--- src/core/pcr_cfg.svh ---
`ifndef PCR_CFG_SVH
`define PCR_CFG_SVH

// ---------------------------------------------------------------
// strap codes and multiples
// ---------------------------------------------------------------
`define PCR_STRAP_W 4
`define PCR_MULT_W 5
`define PCR_MULT_RSVD 5'h00
`define PCR_CODE_16 4'h0
`define PCR_CODE_2 4'h2
`define PCR_CODE_3 4'h3
`define PCR_CODE_4 4'h4
`define PCR_CODE_5 4'h5
`define PCR_CODE_6 4'h6
`define PCR_CODE_8 4'h8
`define PCR_CODE_9 4'h9
`define PCR_CODE_10 4'ha
`define PCR_CODE_12 4'hc
`define PCR_CODE_20 4'hd
`define PCR_MULT_16 5'h10
`define PCR_MULT_2 5'h02
`define PCR_MULT_3 5'h03
`define PCR_MULT_4 5'h04
`define PCR_MULT_5 5'h05
`define PCR_MULT_6 5'h06
`define PCR_MULT_8 5'h08
`define PCR_MULT_9 5'h09
`define PCR_MULT_10 5'h0a
`define PCR_MULT_12 5'h0c
`define PCR_MULT_20 5'h14
// reserved codes select no multiple
`define PCR_RSVD_1 4'h1
`define PCR_RSVD_7 4'h7
`define PCR_RSVD_11 4'hb
`define PCR_RSVD_14 4'he
`define PCR_RSVD_15 4'hf
// smallest and largest valid multiple
`define PCR_MULT_MIN 5'h02
`define PCR_MULT_MAX 5'h14

// ---------------------------------------------------------------
// timing
// ---------------------------------------------------------------
// cycles after reset release before the strap is sampled (settling)
`define PCR_SETTLE_CYC 4'h4
// memory clock is platform clock divided by this
`define PCR_MEM_DIV 2

`endif

--- src/core/pcr_pkg.sv ---
`default_nettype none
package pcr_pkg;
   typedef logic [3:0] pcr_strap_t;
   typedef logic [4:0] pcr_mult_t;
   typedef enum logic [2:0] {
      PCR_SETTLE = 3'b001,
      PCR_RUN = 3'b010,
      PCR_ERROR = 3'b100
   } pcr_state_t;
endpackage
`default_nettype wire

--- src/core/pcr_phase_gen.sv ---
`timescale 1ns/100ps
`default_nettype none
`include "pcr_cfg.svh"

// ---------------------------------------------------------------
// platform / memory clock tick counter
// ---------------------------------------------------------------
// models the platform clock as a phase accumulator on ref_clk:
// each ref cycle contributes mult platform ticks; one enable per tick
// is not possible at one clock, so plat_ticks_r keeps a running count of ticks, wrapping at 256.
module pcr_phase_gen (
   input wire logic clk,
   input wire logic rst_n,
   input wire logic run,
   input wire pcr_pkg::pcr_mult_t mult,
   output logic [7:0] plat_ticks_r,
   output logic [7:0] mem_ticks_r,
   output logic mem_half_r
);
   import pcr_pkg::*;

   logic [7:0] plat_nxt;

   always_comb begin
      plat_nxt = run ? 8'(plat_ticks_r + {3'h0, mult}) : plat_ticks_r;
   end

   always_ff @(posedge clk or negedge rst_n) begin
      if (!rst_n) begin
         plat_ticks_r <= 8'h00;
         mem_ticks_r <= 8'h00;
         mem_half_r <= 1'b0;
      end else if (run) begin
         plat_ticks_r <= plat_nxt;
         // memory clock ticks once for every two platform ticks
         mem_ticks_r <= plat_nxt / 8'(`PCR_MEM_DIV);
         mem_half_r <= plat_nxt[0];
      end
   end
endmodule
`default_nettype wire

--- src/core/pcr_top.sv ---
// Summary of operation
// - decode four-bit strap into platform multiple
// - capture strap at reset, hold until next
// - platform clock equals reference times multiple
// - memory clock runs at half platform
`timescale 1ns/100ps
`default_nettype none
`include "pcr_cfg.svh"

module pcr_top #(
   parameter int SETTLE_CYC = `PCR_SETTLE_CYC
) (
   input wire logic ref_clk,
   input wire logic arst_n,
   input wire pcr_pkg::pcr_strap_t platform_ratio_strap,
   output pcr_pkg::pcr_mult_t ratio_mult_r,
   output logic ratio_valid_r,
   output logic cfg_error_r,
   output logic platform_clock_run_r,
   output logic [7:0] platform_ticks_r,
   output logic [7:0] memory_ticks_r
);
   import pcr_pkg::*;

   // ---------------------------------------------------------------
   // parameter checks
   // ---------------------------------------------------------------
   // the settle counter is four bits wide and must reach the capture count
   if (SETTLE_CYC < 1 || SETTLE_CYC > 15) begin
      $error("SETTLE_CYC must lie between 1 and 15");
   end

   // last cycle after the internal release by which a capture must show
   localparam int CAPTURE_LAST = SETTLE_CYC + 2;

   // ---------------------------------------------------------------
   // reset release
   // ---------------------------------------------------------------
   logic rst_s1_r;
   logic rst_n_r;

   always_ff @(posedge ref_clk or negedge arst_n) begin
      if (!arst_n) begin
         rst_s1_r <= 1'b0;
         rst_n_r <= 1'b0;
      end else begin
         rst_s1_r <= 1'b1;
         rst_n_r <= rst_s1_r;
      end
   end

   // ---------------------------------------------------------------
   // decode
   // ---------------------------------------------------------------
   function automatic pcr_mult_t pcr_decode(input pcr_strap_t code);
      case (code)
         `PCR_CODE_16: pcr_decode = `PCR_MULT_16;
         `PCR_CODE_2: pcr_decode = `PCR_MULT_2;
         `PCR_CODE_3: pcr_decode = `PCR_MULT_3;
         `PCR_CODE_4: pcr_decode = `PCR_MULT_4;
         `PCR_CODE_5: pcr_decode = `PCR_MULT_5;
         `PCR_CODE_6: pcr_decode = `PCR_MULT_6;
         `PCR_CODE_8: pcr_decode = `PCR_MULT_8;
         `PCR_CODE_9: pcr_decode = `PCR_MULT_9;
         `PCR_CODE_10: pcr_decode = `PCR_MULT_10;
         `PCR_CODE_12: pcr_decode = `PCR_MULT_12;
         `PCR_CODE_20: pcr_decode = `PCR_MULT_20;
         default: pcr_decode = `PCR_MULT_RSVD; // reserved codes
      endcase
   endfunction

   // ---------------------------------------------------------------
   // capture sequence
   // ---------------------------------------------------------------
   // the strap is sampled once, a few cycles after reset release, so the
   // board's pulls have settled; nothing re-samples until arst_n falls again.
   pcr_state_t state_r;
   logic [3:0] settle_r;
   pcr_mult_t dec_mult;
   logic capture_now;

   assign dec_mult = pcr_decode(platform_ratio_strap);
   // one-cycle strobe on the single edge at which the strap is taken
   assign capture_now = (state_r == PCR_SETTLE) && (settle_r == 4'(SETTLE_CYC - 1));

   always_ff @(posedge ref_clk or negedge rst_n_r) begin
      if (!rst_n_r) begin
         settle_r <= 4'h0;
      end else if (state_r == PCR_SETTLE) begin
         settle_r <= settle_r + 4'h1;
      end
   end

   always_ff @(posedge ref_clk or negedge rst_n_r) begin
      if (!rst_n_r) begin
         state_r <= PCR_SETTLE;
         ratio_mult_r <= `PCR_MULT_RSVD;
         ratio_valid_r <= 1'b0;
         cfg_error_r <= 1'b0;
         platform_clock_run_r <= 1'b0;
      end else begin
         case (state_r)
            PCR_SETTLE: begin
               if (capture_now) begin
                  ratio_mult_r <= dec_mult;
                  if (dec_mult == `PCR_MULT_RSVD) begin
                     state_r <= PCR_ERROR;
                     cfg_error_r <= 1'b1;
                  end else begin
                     state_r <= PCR_RUN;
                     ratio_valid_r <= 1'b1;
                     platform_clock_run_r <= 1'b1;
                  end
               end
            end
            PCR_RUN: state_r <= PCR_RUN; // held until next reset
            PCR_ERROR: state_r <= PCR_ERROR;
            default: state_r <= PCR_ERROR;
         endcase
      end
   end

   // ---------------------------------------------------------------
   // clock rate model
   // ---------------------------------------------------------------
   pcr_phase_gen pcr_phase_gen_inst (
      .clk(ref_clk),
      .rst_n(rst_n_r),
      .run(platform_clock_run_r),
      .mult(ratio_mult_r),
      .plat_ticks_r(platform_ticks_r),
      .mem_ticks_r(memory_ticks_r),
      .mem_half_r()
   );

   // ---------------------------------------------------------------
   // checks
   // ---------------------------------------------------------------
   a_ratio_held: assert property (@(posedge ref_clk) disable iff (!rst_n_r)
      (ratio_valid_r || cfg_error_r) |=> $stable(ratio_mult_r))
      else $error("captured ratio changed");
   a_error_no_clock: assert property (@(posedge ref_clk) disable iff (!rst_n_r)
      cfg_error_r |-> !platform_clock_run_r && !ratio_valid_r)
      else $error("clock running on reserved code");
   a_decode_match: assert property (@(posedge ref_clk) disable iff (!rst_n_r)
      $rose(ratio_valid_r) |-> ratio_mult_r == $past(dec_mult) && ratio_mult_r != 5'd0)
      else $error("decoded multiple wrong");
   a_plat_rate: assert property (@(posedge ref_clk) disable iff (!rst_n_r)
      platform_clock_run_r && $past(platform_clock_run_r)
      |=> platform_ticks_r == 8'($past(platform_ticks_r) + {3'h0, ratio_mult_r}))
      else $error("platform tick rate wrong");
   a_mem_half: assert property (@(posedge ref_clk) disable iff (!rst_n_r)
      memory_ticks_r == platform_ticks_r / 8'h02 || !platform_clock_run_r
      || !$past(platform_clock_run_r))
      else $error("memory clock not half platform");
   a_capture_time: assert property (@(posedge ref_clk) disable iff (!rst_n_r)
      $rose(rst_n_r) |-> ##[1:CAPTURE_LAST] (ratio_valid_r || cfg_error_r))
      else $error("strap not captured in time");

   // ---------------------------------------------------------------
   // checks on capture timing and hold
   // ---------------------------------------------------------------
   // a late resample would let a board glitch move the clock after boot
   a_no_early_capture: assert property (@(posedge ref_clk) disable iff (!rst_n_r)
      (state_r == PCR_SETTLE) && !capture_now
      |=> (state_r == PCR_SETTLE) && !ratio_valid_r && !cfg_error_r)
      else $error("strap taken before the settle count");
   a_capture_once: assert property (@(posedge ref_clk) disable iff (!rst_n_r)
      $rose(ratio_valid_r || cfg_error_r) |-> $past(capture_now))
      else $error("capture outcome set off the capture edge");
   a_flags_held: assert property (@(posedge ref_clk) disable iff (!rst_n_r)
      ratio_valid_r || cfg_error_r |=> $stable({ratio_valid_r, cfg_error_r, platform_clock_run_r}))
      else $error("capture outcome changed before reset");
   a_settle_bound: assert property (@(posedge ref_clk) disable iff (!rst_n_r)
      settle_r <= 4'(SETTLE_CYC))
      else $error("settle counter ran past the capture count");
   a_state_onehot: assert property (@(posedge ref_clk) disable iff (!rst_n_r)
      $onehot(state_r))
      else $error("capture state not one-hot");

   // ---------------------------------------------------------------
   // checks on the decoded multiple
   // ---------------------------------------------------------------
   // most codes encode their own multiple, so this check needs no table
   a_decode_same: assert property (@(posedge ref_clk) disable iff (!rst_n_r)
      capture_now && (platform_ratio_strap inside {`PCR_CODE_2, `PCR_CODE_3, `PCR_CODE_4, `PCR_CODE_5,
      `PCR_CODE_6, `PCR_CODE_8, `PCR_CODE_9, `PCR_CODE_10, `PCR_CODE_12})
      |=> ratio_valid_r && ratio_mult_r == {1'b0, $past(platform_ratio_strap)})
      else $error("self-coded multiple wrong");
   a_decode_sixteen: assert property (@(posedge ref_clk) disable iff (!rst_n_r)
      capture_now && platform_ratio_strap == `PCR_CODE_16
      |=> ratio_valid_r && ratio_mult_r == `PCR_MULT_16)
      else $error("multiple sixteen wrong");
   a_decode_twenty: assert property (@(posedge ref_clk) disable iff (!rst_n_r)
      capture_now && platform_ratio_strap == `PCR_CODE_20
      |=> ratio_valid_r && ratio_mult_r == `PCR_MULT_20)
      else $error("multiple twenty wrong");
   a_mult_range: assert property (@(posedge ref_clk) disable iff (!rst_n_r)
      ratio_valid_r |-> ratio_mult_r >= `PCR_MULT_MIN && ratio_mult_r <= `PCR_MULT_MAX)
      else $error("valid multiple out of range");
   a_reserved_flag: assert property (@(posedge ref_clk) disable iff (!rst_n_r)
      capture_now && (platform_ratio_strap inside {`PCR_RSVD_1, `PCR_RSVD_7, `PCR_RSVD_11, `PCR_RSVD_14,
      `PCR_RSVD_15}) |=> cfg_error_r && !ratio_valid_r && ratio_mult_r == `PCR_MULT_RSVD)
      else $error("reserved code not flagged");
   a_flags_excl: assert property (@(posedge ref_clk) disable iff (!rst_n_r)
      !(ratio_valid_r && cfg_error_r))
      else $error("valid and error both set");

   // ---------------------------------------------------------------
   // checks on the clock rate model
   // ---------------------------------------------------------------
   // the platform counter wraps at 256, the memory counter (half of it) at 128; the checks compare modulo 256
   a_run_follows: assert property (@(posedge ref_clk) disable iff (!rst_n_r)
      platform_clock_run_r == ratio_valid_r)
      else $error("platform clock run differs from valid capture");
   a_ticks_idle: assert property (@(posedge ref_clk) disable iff (!rst_n_r)
      !platform_clock_run_r |-> platform_ticks_r == 8'h00 && memory_ticks_r == 8'h00)
      else $error("ticks counted without a valid ratio");
   a_mem_step: assert property (@(posedge ref_clk) disable iff (!rst_n_r)
      platform_clock_run_r && $past(platform_clock_run_r)
      |=> memory_ticks_r == (8'($past(platform_ticks_r) + {3'h0, ratio_mult_r}) >> 1))
      else $error("memory tick step wrong");
endmodule
`default_nettype wire

--- config.mk ---
export PLATFORM = sky130hd
export DESIGN_NAME = pcr_top
export DESIGN_NICKNAME = d
export VERILOG_FILES = /design/src/core/pcr_pkg.sv /design/src/core/pcr_phase_gen.sv /design/src/core/pcr_top.sv
export VERILOG_INCLUDE_DIRS = /design/src /design/src/core
export SDC_FILE = /design/constraint.sdc
export NUM_CORES = 1
export LEC_CHECK = 0
export ABC_CLOCK_PERIOD_IN_PS = 1200
export BUFFER_PORTS_ARGS = -buffer_cell sky130_fd_sc_hd__buf_2
export CORE_UTILIZATION = 53
export CTS_CLUSTER_SIZE = 25
export DETAILED_ROUTE_END_ITERATION = 16
export HOLD_SLACK_MARGIN = 0.06
export PLACE_DENSITY = 0.79
export SYNTH_ARGS = -nofsm -noshare
export SYNTH_HDL_FRONTEND = slang
export SYNTH_SLANG_ARGS = --single-unit
--- constraint.sdc ---
create_clock -name ref_clk -period 1.2 [get_ports ref_clk]
set_clock_uncertainty 0.15 [all_clocks]
set_input_delay 0.24 -clock ref_clk [delete_from_list [all_inputs] [get_ports ref_clk]]
set_output_delay 0.24 -clock ref_clk [all_outputs]
set_load 0.03 [all_outputs]
==> impl_metrics.env, run 1 <==
export IMPL_status="did not finish"
export IMPL_lastStage="5_1_grt"
export IMPL_error="[ERROR GRT-0232] Routing congestion too high. Check the congestion heatmap in the GUI."
export IMPL_rows=18
export IMPL_synth_edf_count=0
export IMPL_die_y_um=52.7
export IMPL_yosysSeqAreaShare=0.442
export IMPL_track_usage=0.744
export IMPL_cts_made_buffers=3
export IMPL_cts_buffer_depth=2
export IMPL_synth_cell_types=44
export IMPL_htree_levels=1
export IMPL_synth_flop_cell="dfrtp_1"
export IMPL_port_buffers=28
export IMPL_ios=30
export IMPL_synth_cells=130
export IMPL_synth_ff_latch_count=24
export IMPL_grt_max_degree=16
export IMPL_async_flop_share=1.00
export IMPL_worst_endpoint_kind="register data pin"
export IMPL_syn_nets=143
export IMPL_die_w_um=52.7
export IMPL_syn_cell_area_um2=1360
export IMPL_initial_utilization=0.555
export IMPL_antenna_found_initial=1
export IMPL_cts_sinks=24
export IMPL_place_congestion=0.770
export IMPL_yosys_warnings=0
export IMPL_grt_worst_endpoint="pcr_phase_gen_inst.plat_ticks_r[7]$_DFFE_PN0P_/D"
export IMPL_place_ws_ns=-0.688
export IMPL_grt_remaining_overflow=25
export IMPL_synth_avg_cell_area_um2=10.5
export IMPL_dp_hpwl_mm=2.35
export IMPL_cts_root_buf="clkbuf_4"
[routing by layer]
layer / track usage / overflow
met1: 0.743 / 0
met4: 0.895 / 14
met3: 0.490 / 0
met5: 0.0476 / 0
met2: 0.918 / 11
[logic make-up after synthesis]
| group | synth area share |
|---|---|
| and+or+nand+nor | 0.185 |
| muxes | 0.0331 |
| xor gates and xnor gates | 0.0514 |
| DFF | 0.442 |
| other | 0.00551 |
| buffers and inverters | 0.0854 |
| AOI/OAI and AO/OA | 0.120 |
| adders and majority gates | 0.0781 |
[synthesized netlist by cell type, drive strengths merged, types with 3 or more instances]
master | n | area [um2]
nand3 | 4 | 20.0
nand2b | 3 | 18.8
nand2 | 8 | 30.0
mux2 | 4 | 45.0
nand4 | 5 | 31.3
nor3b | 3 | 27.5
o21ai | 7 | 35.0
dfrtp | 23 | 576
ha | 6 | 75.1
xnor2 | 4 | 35.0
a21oi | 5 | 28.8
nor2 | 6 | 22.5
buf | 14 | 105
xor2 | 4 | 35.0
[what timing repair did]
item                                    in CTS
gates resized for setup                     67
pin swaps                                   13
endpoints found under the hold margin        9
endpoints found under the setup margin      44
hold buffers                                 2
buffers inserted                            12
cloned                                       0
[through the flow]
stage | cell area (um2) | hold slack, ns | setup TNS (ns) | instances
after CTS | 2220 | 0.0639 | -11.14 | 231
after detailed placement | 1830 | -0.123 | -6.25 | 213
after floorplan | 1460 | -0.206 | -5.99 | 130
after global placement | 1830 | -0.126 | -5.65 | 213
==> inputs of run 2 (changes only) <==
--- a/config.mk
+++ b/config.mk
@@ -8,11 +8,10 @@
 export LEC_CHECK = 0
 export ABC_CLOCK_PERIOD_IN_PS = 1200
 export BUFFER_PORTS_ARGS = -buffer_cell sky130_fd_sc_hd__buf_2
-export CORE_UTILIZATION = 53
-export CTS_CLUSTER_SIZE = 25
+export CORE_AREA = 2 2 63 65
 export DETAILED_ROUTE_END_ITERATION = 16
-export HOLD_SLACK_MARGIN = 0.06
-export PLACE_DENSITY = 0.79
+export DIE_AREA = 0 0 65 67
+export PLACE_DENSITY_LB_ADDON = 0.15
 export SYNTH_ARGS = -nofsm -noshare
 export SYNTH_HDL_FRONTEND = slang
 export SYNTH_SLANG_ARGS = --single-unit
==> impl_metrics.env, run 2 <==
export IMPL_status="complete, but fails checks"
export IMPL_violations="negative setup slack"
export IMPL_grt_remaining_overflow=0
export IMPL_syn_cell_area_um2=1360
export IMPL_synth_area_leaders="dfrtp_1 42%, ha_1 5.5%, buf_4 5.0%"
export IMPL_async_flop_share=1.00
export IMPL_synth_flop_cell="dfrtp_1"
export IMPL_drv_cap=0
export IMPL_dieArea_um2=4360
export IMPL_slew_viol_final=0
export IMPL_min_period_ns=1.88
export IMPL_whs_ns=0.0611
export IMPL_cts_made_buffers=3
export IMPL_final_hold_violation_count=0
export IMPL_yosys_warnings=0
export IMPL_synth_ff_latch_count=24
export IMPL_yosys_top_cells_count="23 x dfrtp_1, 9 x buf_4, 8 x nand2_1"
export IMPL_tritoncts="built"
export IMPL_die_y_um=67
export IMPL_end_kind="flop"
export IMPL_critPathKind="reg2reg"
export IMPL_rows=22
export IMPL_antenna_diode_count=0
export IMPL_dp_hpwl_mm=2.30
export IMPL_initial_utilization=0.378
export IMPL_yosysMostFrequentCell="dfrtp_1"
export IMPL_track_usage=0.176
export IMPL_peakVddDrop_mv=0.650
export IMPL_fin_nets=221
export IMPL_min_path_type="reg2async"
export IMPL_die_w_um=65
export IMPL_largest_reg_flops=8
export IMPL_path_clk_slew_ns=0.10
export IMPL_synth_avg_cell_area_um2=10.5
export IMPL_final_common_cell="buf_6"
export IMPL_synth_cell_types=44
export IMPL_cp_required_ns=1.22
export IMPL_cts_sinks=24
export IMPL_worst_r2r_setup_slack_ns=-0.68
export IMPL_dr_total_vias=1225
export IMPL_synth_top_cell_area_share=0.422
export IMPL_clk_latency_ns=0.27
export IMPL_finalCritPeriodShare=1.57
export IMPL_cts_root_buf="clkbuf_8"
export IMPL_worst_slack_ns=-0.679
export IMPL_synth_cells=130
export IMPL_top_register="pcr_phase_gen_inst.plat_ticks_r"
export IMPL_drc=0
export IMPL_fmax_mhz=532
export IMPL_power_density_nw_per_um2=705
export IMPL_ant_nets=0
export IMPL_final_core_util=0.672
export IMPL_cp_arrival_ns=1.89
export IMPL_synth_top_cell_by_area="dfrtp_1"
export IMPL_place_congestion=0.781
export IMPL_totalWireLength_mm=3.50
export IMPL_core_um2=3610
export IMPL_synth_edf_count=0
export IMPL_critPathMaxFanout=3
export IMPL_finalSetupTns_ns=-10.30
export IMPL_via_per_inst=4.80
export IMPL_wl_per_cell_um=13.7
export IMPL_drive_above_1_share=0.638
export IMPL_htree_levels=1
export IMPL_first_iter_violations=29
export IMPL_reg_largest_list="pcr_phase_gen_inst.plat_ticks_r (8), ratio_mult_r (5), settle_r (4)"
export IMPL_port_buffers=28
export IMPL_syn_nets=143
export IMPL_setup_violations_final=45
export IMPL_rsz0062_at_grt="yes"
export IMPL_power_uw=1710
export IMPL_grt_pass1_wl_mm=5.91
export IMPL_syn_to_final_growth_pct=77.8
export IMPL_grt_pass1_vias=1324
export IMPL_cts_buffer_depth=2
export IMPL_ios=30
export IMPL_yosysSeqAreaShare=0.442
export IMPL_drtPass1Iterations=5
export IMPL_leakagePower_uw=0.00115
export IMPL_setup_worst_path_start_class="flop"
export IMPL_final_cell_mix="46 x buf_6, 34 x buf_4, 17 x dfrtp_1"
export IMPL_grt_max_degree=18
export IMPL_antenna_found_initial=0
run 2: cell counts after synthesis:
No cell type changed its count.
run 2: cell type report:
class,count,area (um2)
Fill cell,288,1180
Clock inverter,1,30.0
Tap cell,48,60.1
Sequential cell,24,609
Timing Repair Buffer,88,838
Clock buffer,3,41.3
Inverter,2,7.51
Multi-Input combinational cell,89,836
run 2: routing by layer:
metal | up-vias | global-route usage | share of wire
met5 | - | 0 | 0
met4 | 0 | 0.0426 | 0.017
met3 | 6 | 0.0321 | 0.039
met2 | 25 | 0.326 | 0.52
met1 | 584 | 0.209 | 0.42
li1 | 610 | - | -
run 2: logic make-up after synthesis:
family                     synth area share
muxes                                0.0331
other                               0.00551
AOI/OAI and AO/OA                     0.120
DFF                                   0.442
and+or+nand+nor                       0.185
xor gates and xnor gates             0.0514
adders and majority gates            0.0781
buffers and inverters                0.0854
run 2: final timing paths:
kind                                                                start                                             end  cells past startpoint
setup / recovery           pcr_phase_gen_inst.plat_ticks_r[0]$_DFFE_PN0P_  pcr_phase_gen_inst.plat_ticks_r[4]$_DFFE_PN0P_                      6
hold / removal                                          rst_n_r$_DFF_PN0_                     ratio_mult_r[0]$_DFFE_PN0P_                      1
setup reg to reg           pcr_phase_gen_inst.plat_ticks_r[0]$_DFFE_PN0P_  pcr_phase_gen_inst.plat_ticks_r[4]$_DFFE_PN0P_                      6
hold reg to reg                                         rst_n_r$_DFF_PN0_                     ratio_mult_r[0]$_DFFE_PN0P_                      1
max in group asynchronous                               rst_n_r$_DFF_PN0_                         settle_r[2]$_DFFE_PN0N_                      1
min in group ref_clk                                   rst_s1_r$_DFF_PN0_                               rst_n_r$_DFF_PN0_                      0
run 2: where the power goes:
| group | internal (uW) | switching, uW | total [uW] |
|---|---|---|---|
| registers | 817 | 6.49 | 823 |
| clock network | 446 | 293 | 740 |
| logic | 72.2 | 73.5 | 146 |
| total | 1340 | 373 | 1710 |
run 2: metrics by stage:
step	area [um2]	setup WS (ns)	std cells
2_1_floorplan	1460	-0.704	130
3_3_place_gp	1860	-0.642	232
3_5_place_dp	1860	-0.683	232
4_1_cts	2290	-0.684	251
5_1_grt	2420	-0.730	255
6_report	2420	-0.679	255
run 2: critical path, cell delays in order (launching register included):
cell and delay (ns):
dfrtp_2 0.44, ha_4 0.18, fa_2 0.35, a21oi_2 0.15, o21bai_1 0.09, xor2_1 0.15
mux2_4 0.27
run 2: repair_timing:
action,in CTS,in global routing
endpoints found under the setup margin,44,45
pin swaps,14,10
gates resized for setup,71,25
hold buffers,2,0
hold endpoints to repair,7,0
cloned,1,0
buffers inserted,13,6
Power figures use the tool's default switching activity.
==> inputs of run 3 (changes only) <==
--- a/config.mk
+++ b/config.mk
@@ -14,4 +14,5 @@
 export PLACE_DENSITY_LB_ADDON = 0.15
 export SYNTH_ARGS = -nofsm -noshare
 export SYNTH_HDL_FRONTEND = slang
+export SYNTH_HIERARCHICAL = 1
 export SYNTH_SLANG_ARGS = --single-unit
==> impl_metrics.env, run 3 <==
export IMPL_cts_buffer_depth=2
export IMPL_syn_cell_area_um2=1380
export IMPL_antenna_found_initial=0
export IMPL_final_core_util=0.647
export IMPL_antenna_diode_count=0
export IMPL_syn_to_final_growth_pct=69.8
export IMPL_synth_avg_cell_area_um2=10.9
export IMPL_initial_utilization=0.381
export IMPL_wl_per_cell_um=13.0
export IMPL_synth_edf_count=0
export IMPL_rsz0062_at_grt="yes"
export IMPL_top_register="pcr_phase_gen_inst/plat_ticks_r"
export IMPL_setup_violations_final=43
export IMPL_largest_reg_flops=8
export IMPL_final_common_cell="buf_6"
export IMPL_critPathMaxFanout=2
export IMPL_min_path_type="reg2async"
export IMPL_drc=0
export IMPL_peakVddDrop_mv=0.321
export IMPL_synth_top_cell_area_share=0.419
export IMPL_setup_worst_path_start_class="flop"
export IMPL_tritoncts="built"
export IMPL_fill_cells=289
export IMPL_synth_ff_latch_count=24
export IMPL_end_kind="flop"
export IMPL_leakagePower_uw=0.00111
export IMPL_dp_hpwl_mm=2.14
export IMPL_cts_made_buffers=3
export IMPL_ant_nets=0
export IMPL_syn_nets=139
export IMPL_final_hold_violation_count=0
export IMPL_path_clk_slew_ns=0.08
export IMPL_synth_area_leaders="dfrtp_1 42%, buf_4 5.5%, ha_1 5.5%"
export IMPL_critPathKind="reg2reg"
export IMPL_cts_sinks=24
export IMPL_synth_top_cell_by_area="dfrtp_1"
export IMPL_htree_levels=1
export IMPL_slew_viol_final=0
export IMPL_synth_cell_types=43
export IMPL_core_um2=3610
export IMPL_yosys_top_cells_count="23 x dfrtp_1, 10 x buf_4, 7 x inv_1, 7 x nand2_1"
export IMPL_reg_largest_list="pcr_phase_gen_inst/plat_ticks_r (8), ratio_mult_r (5), settle_r (4)"
export IMPL_violations="negative setup slack"
export IMPL_yosys_warnings=6
export IMPL_seq_area_um2=609
export IMPL_grt_pass1_vias=1150
export IMPL_synth_cells=126
export IMPL_die_y_um=67
export IMPL_fin_nets=213
export IMPL_ios=30
export IMPL_min_period_ns=1.81
export IMPL_synth_flop_cell="dfrtp_1"
export IMPL_worst_slack_ns=-0.613
export IMPL_final_cell_mix="44 x buf_6, 33 x buf_4, 17 x dfrtp_1"
export IMPL_drtPass1Iterations=4
export IMPL_port_buffers=28
export IMPL_placed_cells=220
export IMPL_cp_arrival_ns=1.82
export IMPL_finalCritPeriodShare=1.51
export IMPL_cts_root_buf="clkbuf_8"
export IMPL_first_iter_violations=29
export IMPL_totalWireLength_mm=3.22
export IMPL_final_cells=247
export IMPL_grt_remaining_overflow=0
export IMPL_die_w_um=65
export IMPL_place_congestion=0.758
export IMPL_via_per_inst=4.70
export IMPL_async_flop_share=1.00
export IMPL_rows=22
export IMPL_yosysMostFrequentCell="dfrtp_1"
export IMPL_drv_cap=0
export IMPL_power_density_nw_per_um2=651
export IMPL_dieArea_um2=4360
export IMPL_dr_total_vias=1160
export IMPL_fmax_mhz=551
export IMPL_cp_required_ns=1.20
export IMPL_status="complete, but fails checks"
export IMPL_multi_input_area_um2=791
export IMPL_grt_max_degree=23
export IMPL_yosysSeqAreaShare=0.438
export IMPL_track_usage=0.158
export IMPL_place_ws_ns=-0.622
export IMPL_grt_pass1_wl_mm=5.21
export IMPL_clk_latency_ns=0.26
export IMPL_drive_above_1_share=0.663
## run 3: metrics by stage
| stage | hold WS [ns] | cell area (um2) | TNS (ns) | power [uW] |
|---|---|---|---|---|
| global placement | -0.125 | 1790 | -8.02 | 974 |
| finish | 0.0652 | 2330 | -10.45 | 1520 |
| floorplan | -0.206 | 1480 | -6.17 | 931 |
| CTS | 0.0830 | 2180 | -10.47 | 1550 |
| detailed placement | -0.123 | 1790 | -8.27 | 977 |
| global route | 0.0999 | 2330 | -12.53 | 1600 |
## run 3: routing by layer
| metal | part of all wire | vias to the layer above | global-route usage |
|---|---|---|---|
| met5 | 0 | - | 0 |
| met2 | 0.53 | 25 | 0.280 |
| met3 | 0.025 | 4 | 0.0220 |
| li1 | - | 565 | - |
| met4 | 0.011 | 0 | 0.0559 |
| met1 | 0.44 | 566 | 0.197 |
## run 3: logic make-up after synthesis
| logic type | count (synthesis) | synth area share |
|---|---|---|
| DFF | 24 | 0.438 |
| other | 2 | 0.00546 |
| muxes | 4 | 0.0355 |
| and+or+nand+nor | 30 | 0.150 |
| xor gates and xnor gates | 10 | 0.0637 |
| AOI/OAI and AO/OA | 25 | 0.126 |
| adders and majority gates | 9 | 0.0846 |
| buffers and inverters | 22 | 0.0965 |
## run 3: report_power, final
part	internal, uW	total, uW	switching [uW]
clock network	292	536	243
logic	74.3	158	83.4
registers	819	827	7.84
total	1190	1520	335
## run 3: path summary, 6_finish.rpt
path,from,endpoint,slack (ns),depth (start not counted)
min,rst_n_r$_DFF_PN0_,ratio_mult_r[4]$_DFFE_PN0P_,0.07,1
min reg2reg,rst_n_r$_DFF_PN0_,ratio_mult_r[4]$_DFFE_PN0P_,0.07,1
max reg2reg,ratio_mult_r[0]$_DFFE_PN0P_,pcr_phase_gen_inst/plat_ticks_r[4]$_DFFE_PN0P_,-0.61,7
min in group ref_clk,rst_s1_r$_DFF_PN0_,rst_n_r$_DFF_PN0_,0.21,0
max in group asynchronous,rst_n_r$_DFF_PN0_,state_r[0]$_DFFE_PN1P_,0.56,1
max,ratio_mult_r[0]$_DFFE_PN0P_,pcr_phase_gen_inst/plat_ticks_r[4]$_DFFE_PN0P_,-0.61,7
## run 3: worst max-delay path, cell delays in order, from the launching register on
cell,delay [ns]
dfrtp_2,0.40
ha_4,0.14
inv_2,0.03
fa_2,0.33
and2b_2,0.25
o21ai_2,0.06
a21o_1,0.15
a31o_1,0.19
## run 3: final cells by class
class / instances / share of cell area
clock buffer: 4 / 0.0236
inverter: 7 / 0.0113
multi-input combinational: 80 / 0.339
sequential: 24 / 0.261
tap: 48 / 0.0257
timing repair buffer: 84 / 0.340
## run 3: timing repair
| action | in CTS | in global routing |
|---|---|---|
| hold buffers | 1 | 0 |
| endpoints found under the setup margin | 44 | 45 |
| buffers inserted | 12 | 15 |
| gates cloned | 0 | 0 |
| pin swaps | 21 | 14 |
| endpoints found under the hold margin | 2 | 0 |
| resized for setup | 73 | 20 |
==> inputs of run 4 (changes only) <==
--- a/config.mk
+++ b/config.mk
@@ -16,3 +16,4 @@
 export SYNTH_HDL_FRONTEND = slang
 export SYNTH_HIERARCHICAL = 1
 export SYNTH_SLANG_ARGS = --single-unit
+export TNS_END_PERCENT = 5
==> impl_metrics.env, run 4 (synthesis gave the netlist of run 3 again) <==
export IMPL_status="complete, but fails checks"
export IMPL_violations="negative setup slack"
export IMPL_port_buffers=28
export IMPL_drv_cap=0
export IMPL_cp_arrival_ns=1.81
export IMPL_r2r_end="pcr_phase_gen_inst/plat_ticks_r[4]$_DFFE_PN0P_"
export IMPL_final_cells=231
export IMPL_fmax_mhz=558
export IMPL_clk_latency_ns=0.27
export IMPL_cp_required_ns=1.22
export IMPL_core_um2=3610
export IMPL_setup_worst_path_start_class="flop"
export IMPL_final_cell_mix="32 x buf_4, 27 x buf_6, 18 x dfrtp_1"
export IMPL_dp_hpwl_mm=2.23
export IMPL_fin_nets=197
export IMPL_dieArea_um2=4360
export IMPL_place_ws_ns=-0.662
export IMPL_worst_r2r_cell_count=7
export IMPL_rsz0062_at_grt="yes"
export IMPL_die_w_um=65
export IMPL_p_sw_frac=0.211
export IMPL_crit_start="ratio_mult_r[0]$_DFFE_PN0P_"
export IMPL_htree_levels=1
export IMPL_p_seq_frac=0.487
export IMPL_path_clk_slew_ns=0.09
export IMPL_totalWireLength_mm=2.97
export IMPL_cts_made_buffers=3
export IMPL_syn_to_final_growth_pct=51.0
export IMPL_pwr_share_comb=0.091
export IMPL_drc=0
export IMPL_setup_violations_final=44
export IMPL_drtPass1Iterations=2
export IMPL_ios=30
export IMPL_final_hold_violation_count=0
export IMPL_placed_cells=222
export IMPL_ant_nets=0
export IMPL_reg_largest_list="pcr_phase_gen_inst/plat_ticks_r (8), ratio_mult_r (5), settle_r (4)"
export IMPL_leakagePower_uw=0.00103
export IMPL_cts_root_buf="clkbuf_8"
export IMPL_top_register="pcr_phase_gen_inst/plat_ticks_r"
export IMPL_grt_max_degree=23
export IMPL_worst_slack_ns=-0.594
export IMPL_finalCritPeriodShare=1.49
export IMPL_antenna_found_initial=0
export IMPL_antenna_diode_count=0
export IMPL_min_period_ns=1.79
export IMPL_track_usage=0.163
export IMPL_intPower_uw=1340
export IMPL_slew_viol_final=0
export IMPL_final_core_util=0.576
export IMPL_peakVddDrop_mv=0.361
export IMPL_grt_pass1_wl_mm=5.36
export IMPL_pwr_share_clk=0.422
export IMPL_final_common_cell="buf_4"
export IMPL_critPathMaxFanout=2
export IMPL_initial_utilization=0.381
export IMPL_fill_cells=336
export IMPL_wl_per_cell_um=12.9
export IMPL_critPathKind="reg2reg"
export IMPL_p_switching_uw=358
export IMPL_cts_sinks=24
export IMPL_place_congestion=0.798
export IMPL_largest_reg_flops=8
export IMPL_cts_buffer_depth=2
export IMPL_via_per_inst=4.69
export IMPL_die_y_um=67
export IMPL_worst_r2r_setup_slack_ns=-0.59
export IMPL_min_path_type="reg2async"
export IMPL_grt_pass1_vias=1142
export IMPL_tritoncts="built"
export IMPL_grt_remaining_overflow=0
export IMPL_power_density_nw_per_um2=817
export IMPL_rows=22
export IMPL_rr_startpoint="ratio_mult_r[0]$_DFFE_PN0P_"
export IMPL_end_kind="flop"
export IMPL_drive_above_1_share=0.574
export IMPL_dr_total_vias=1083
export IMPL_first_iter_violations=27
run 4: changes by cell type in the layout (fill, tap and decap cells not counted), sizes merged:
cell	before	now
bufinv	0	1
buf	83	67
clkbuf	4	3
run 4: critical path, cell delays in order, from the launching register on:
cell	delay, ns
dfrtp_2	0.40
ha_4	0.14
inv_2	0.03
fa_2	0.33
and2b_1	0.23
o21ai_2	0.06
a21o_1	0.15
a31o_1	0.19
run 4: power by group through the flow:
stage	sequential (uW)	clock (uW)	combinational (uW)
3_3_place_gp	840	0	136
5_1_grt	828	788	169
2_1_floorplan	865	0	55.7
3_5_place_dp	840	0	141
4_1_cts	826	733	157
6_report	826	716	154
run 4: through the flow:
step	TNS (ns)	hold WS, ns	instance area (um2)	total power (uW)
global route	-12.60	0.120	2080	1790
CTS	-10.48	0.0812	2060	1720
global placement	-8.05	-0.125	1750	976
finish	-10.19	0.0682	2080	1700
floorplan	-6.83	-0.206	1390	920
detailed placement	-8.61	-0.121	1750	981
run 4: worst max-delay path by stage:
stage	depth (start not counted)	end
2_1_floorplan	7	pcr_phase_gen_inst/plat_ticks_r[4]$_DFFE_PN0P_
3_3_place_gp	7	pcr_phase_gen_inst/plat_ticks_r[4]$_DFFE_PN0P_
3_5_place_dp	7	pcr_phase_gen_inst/plat_ticks_r[4]$_DFFE_PN0P_
4_1_cts	7	pcr_phase_gen_inst/plat_ticks_r[4]$_DFFE_PN0P_
5_1_grt	7	pcr_phase_gen_inst/plat_ticks_r[4]$_DFFE_PN0P_
6_report	7	pcr_phase_gen_inst/plat_ticks_r[4]$_DFFE_PN0P_
run 4: metal layers:
metal / share of wire / track usage
met1: 0.44 / 0.197
met2: 0.51 / 0.291
met3: 0.029 / 0.0152
met4: 0.017 / 0.0718
met5: 0 / 0
run 4: cell type report:
| type | count | area [um2] | share of cell area |
|---|---|---|---|
| multi-input cells | 80 | 701 | 0.338 |
| repair buffers | 68 | 609 | 0.294 |
| flip-flops and latches | 24 | 608 | 0.293 |
| well taps | 48 | 60.1 | 0.0289 |
| clock buffers | 3 | 41.3 | 0.0199 |
| clock inverters | 1 | 30.0 | 0.0145 |
| inverters | 7 | 26.3 | 0.0127 |
run 4: repair_timing:
| item | CTS | global route |
|---|---|---|
| setup buffers | 4 | 0 |
| pin swaps | 12 | 2 |
| resized for setup | 60 | 4 |
| setup endpoints to repair | 45 | 45 |
| hold buffers | 1 | 0 |
| hold endpoints to repair | 2 | 0 |
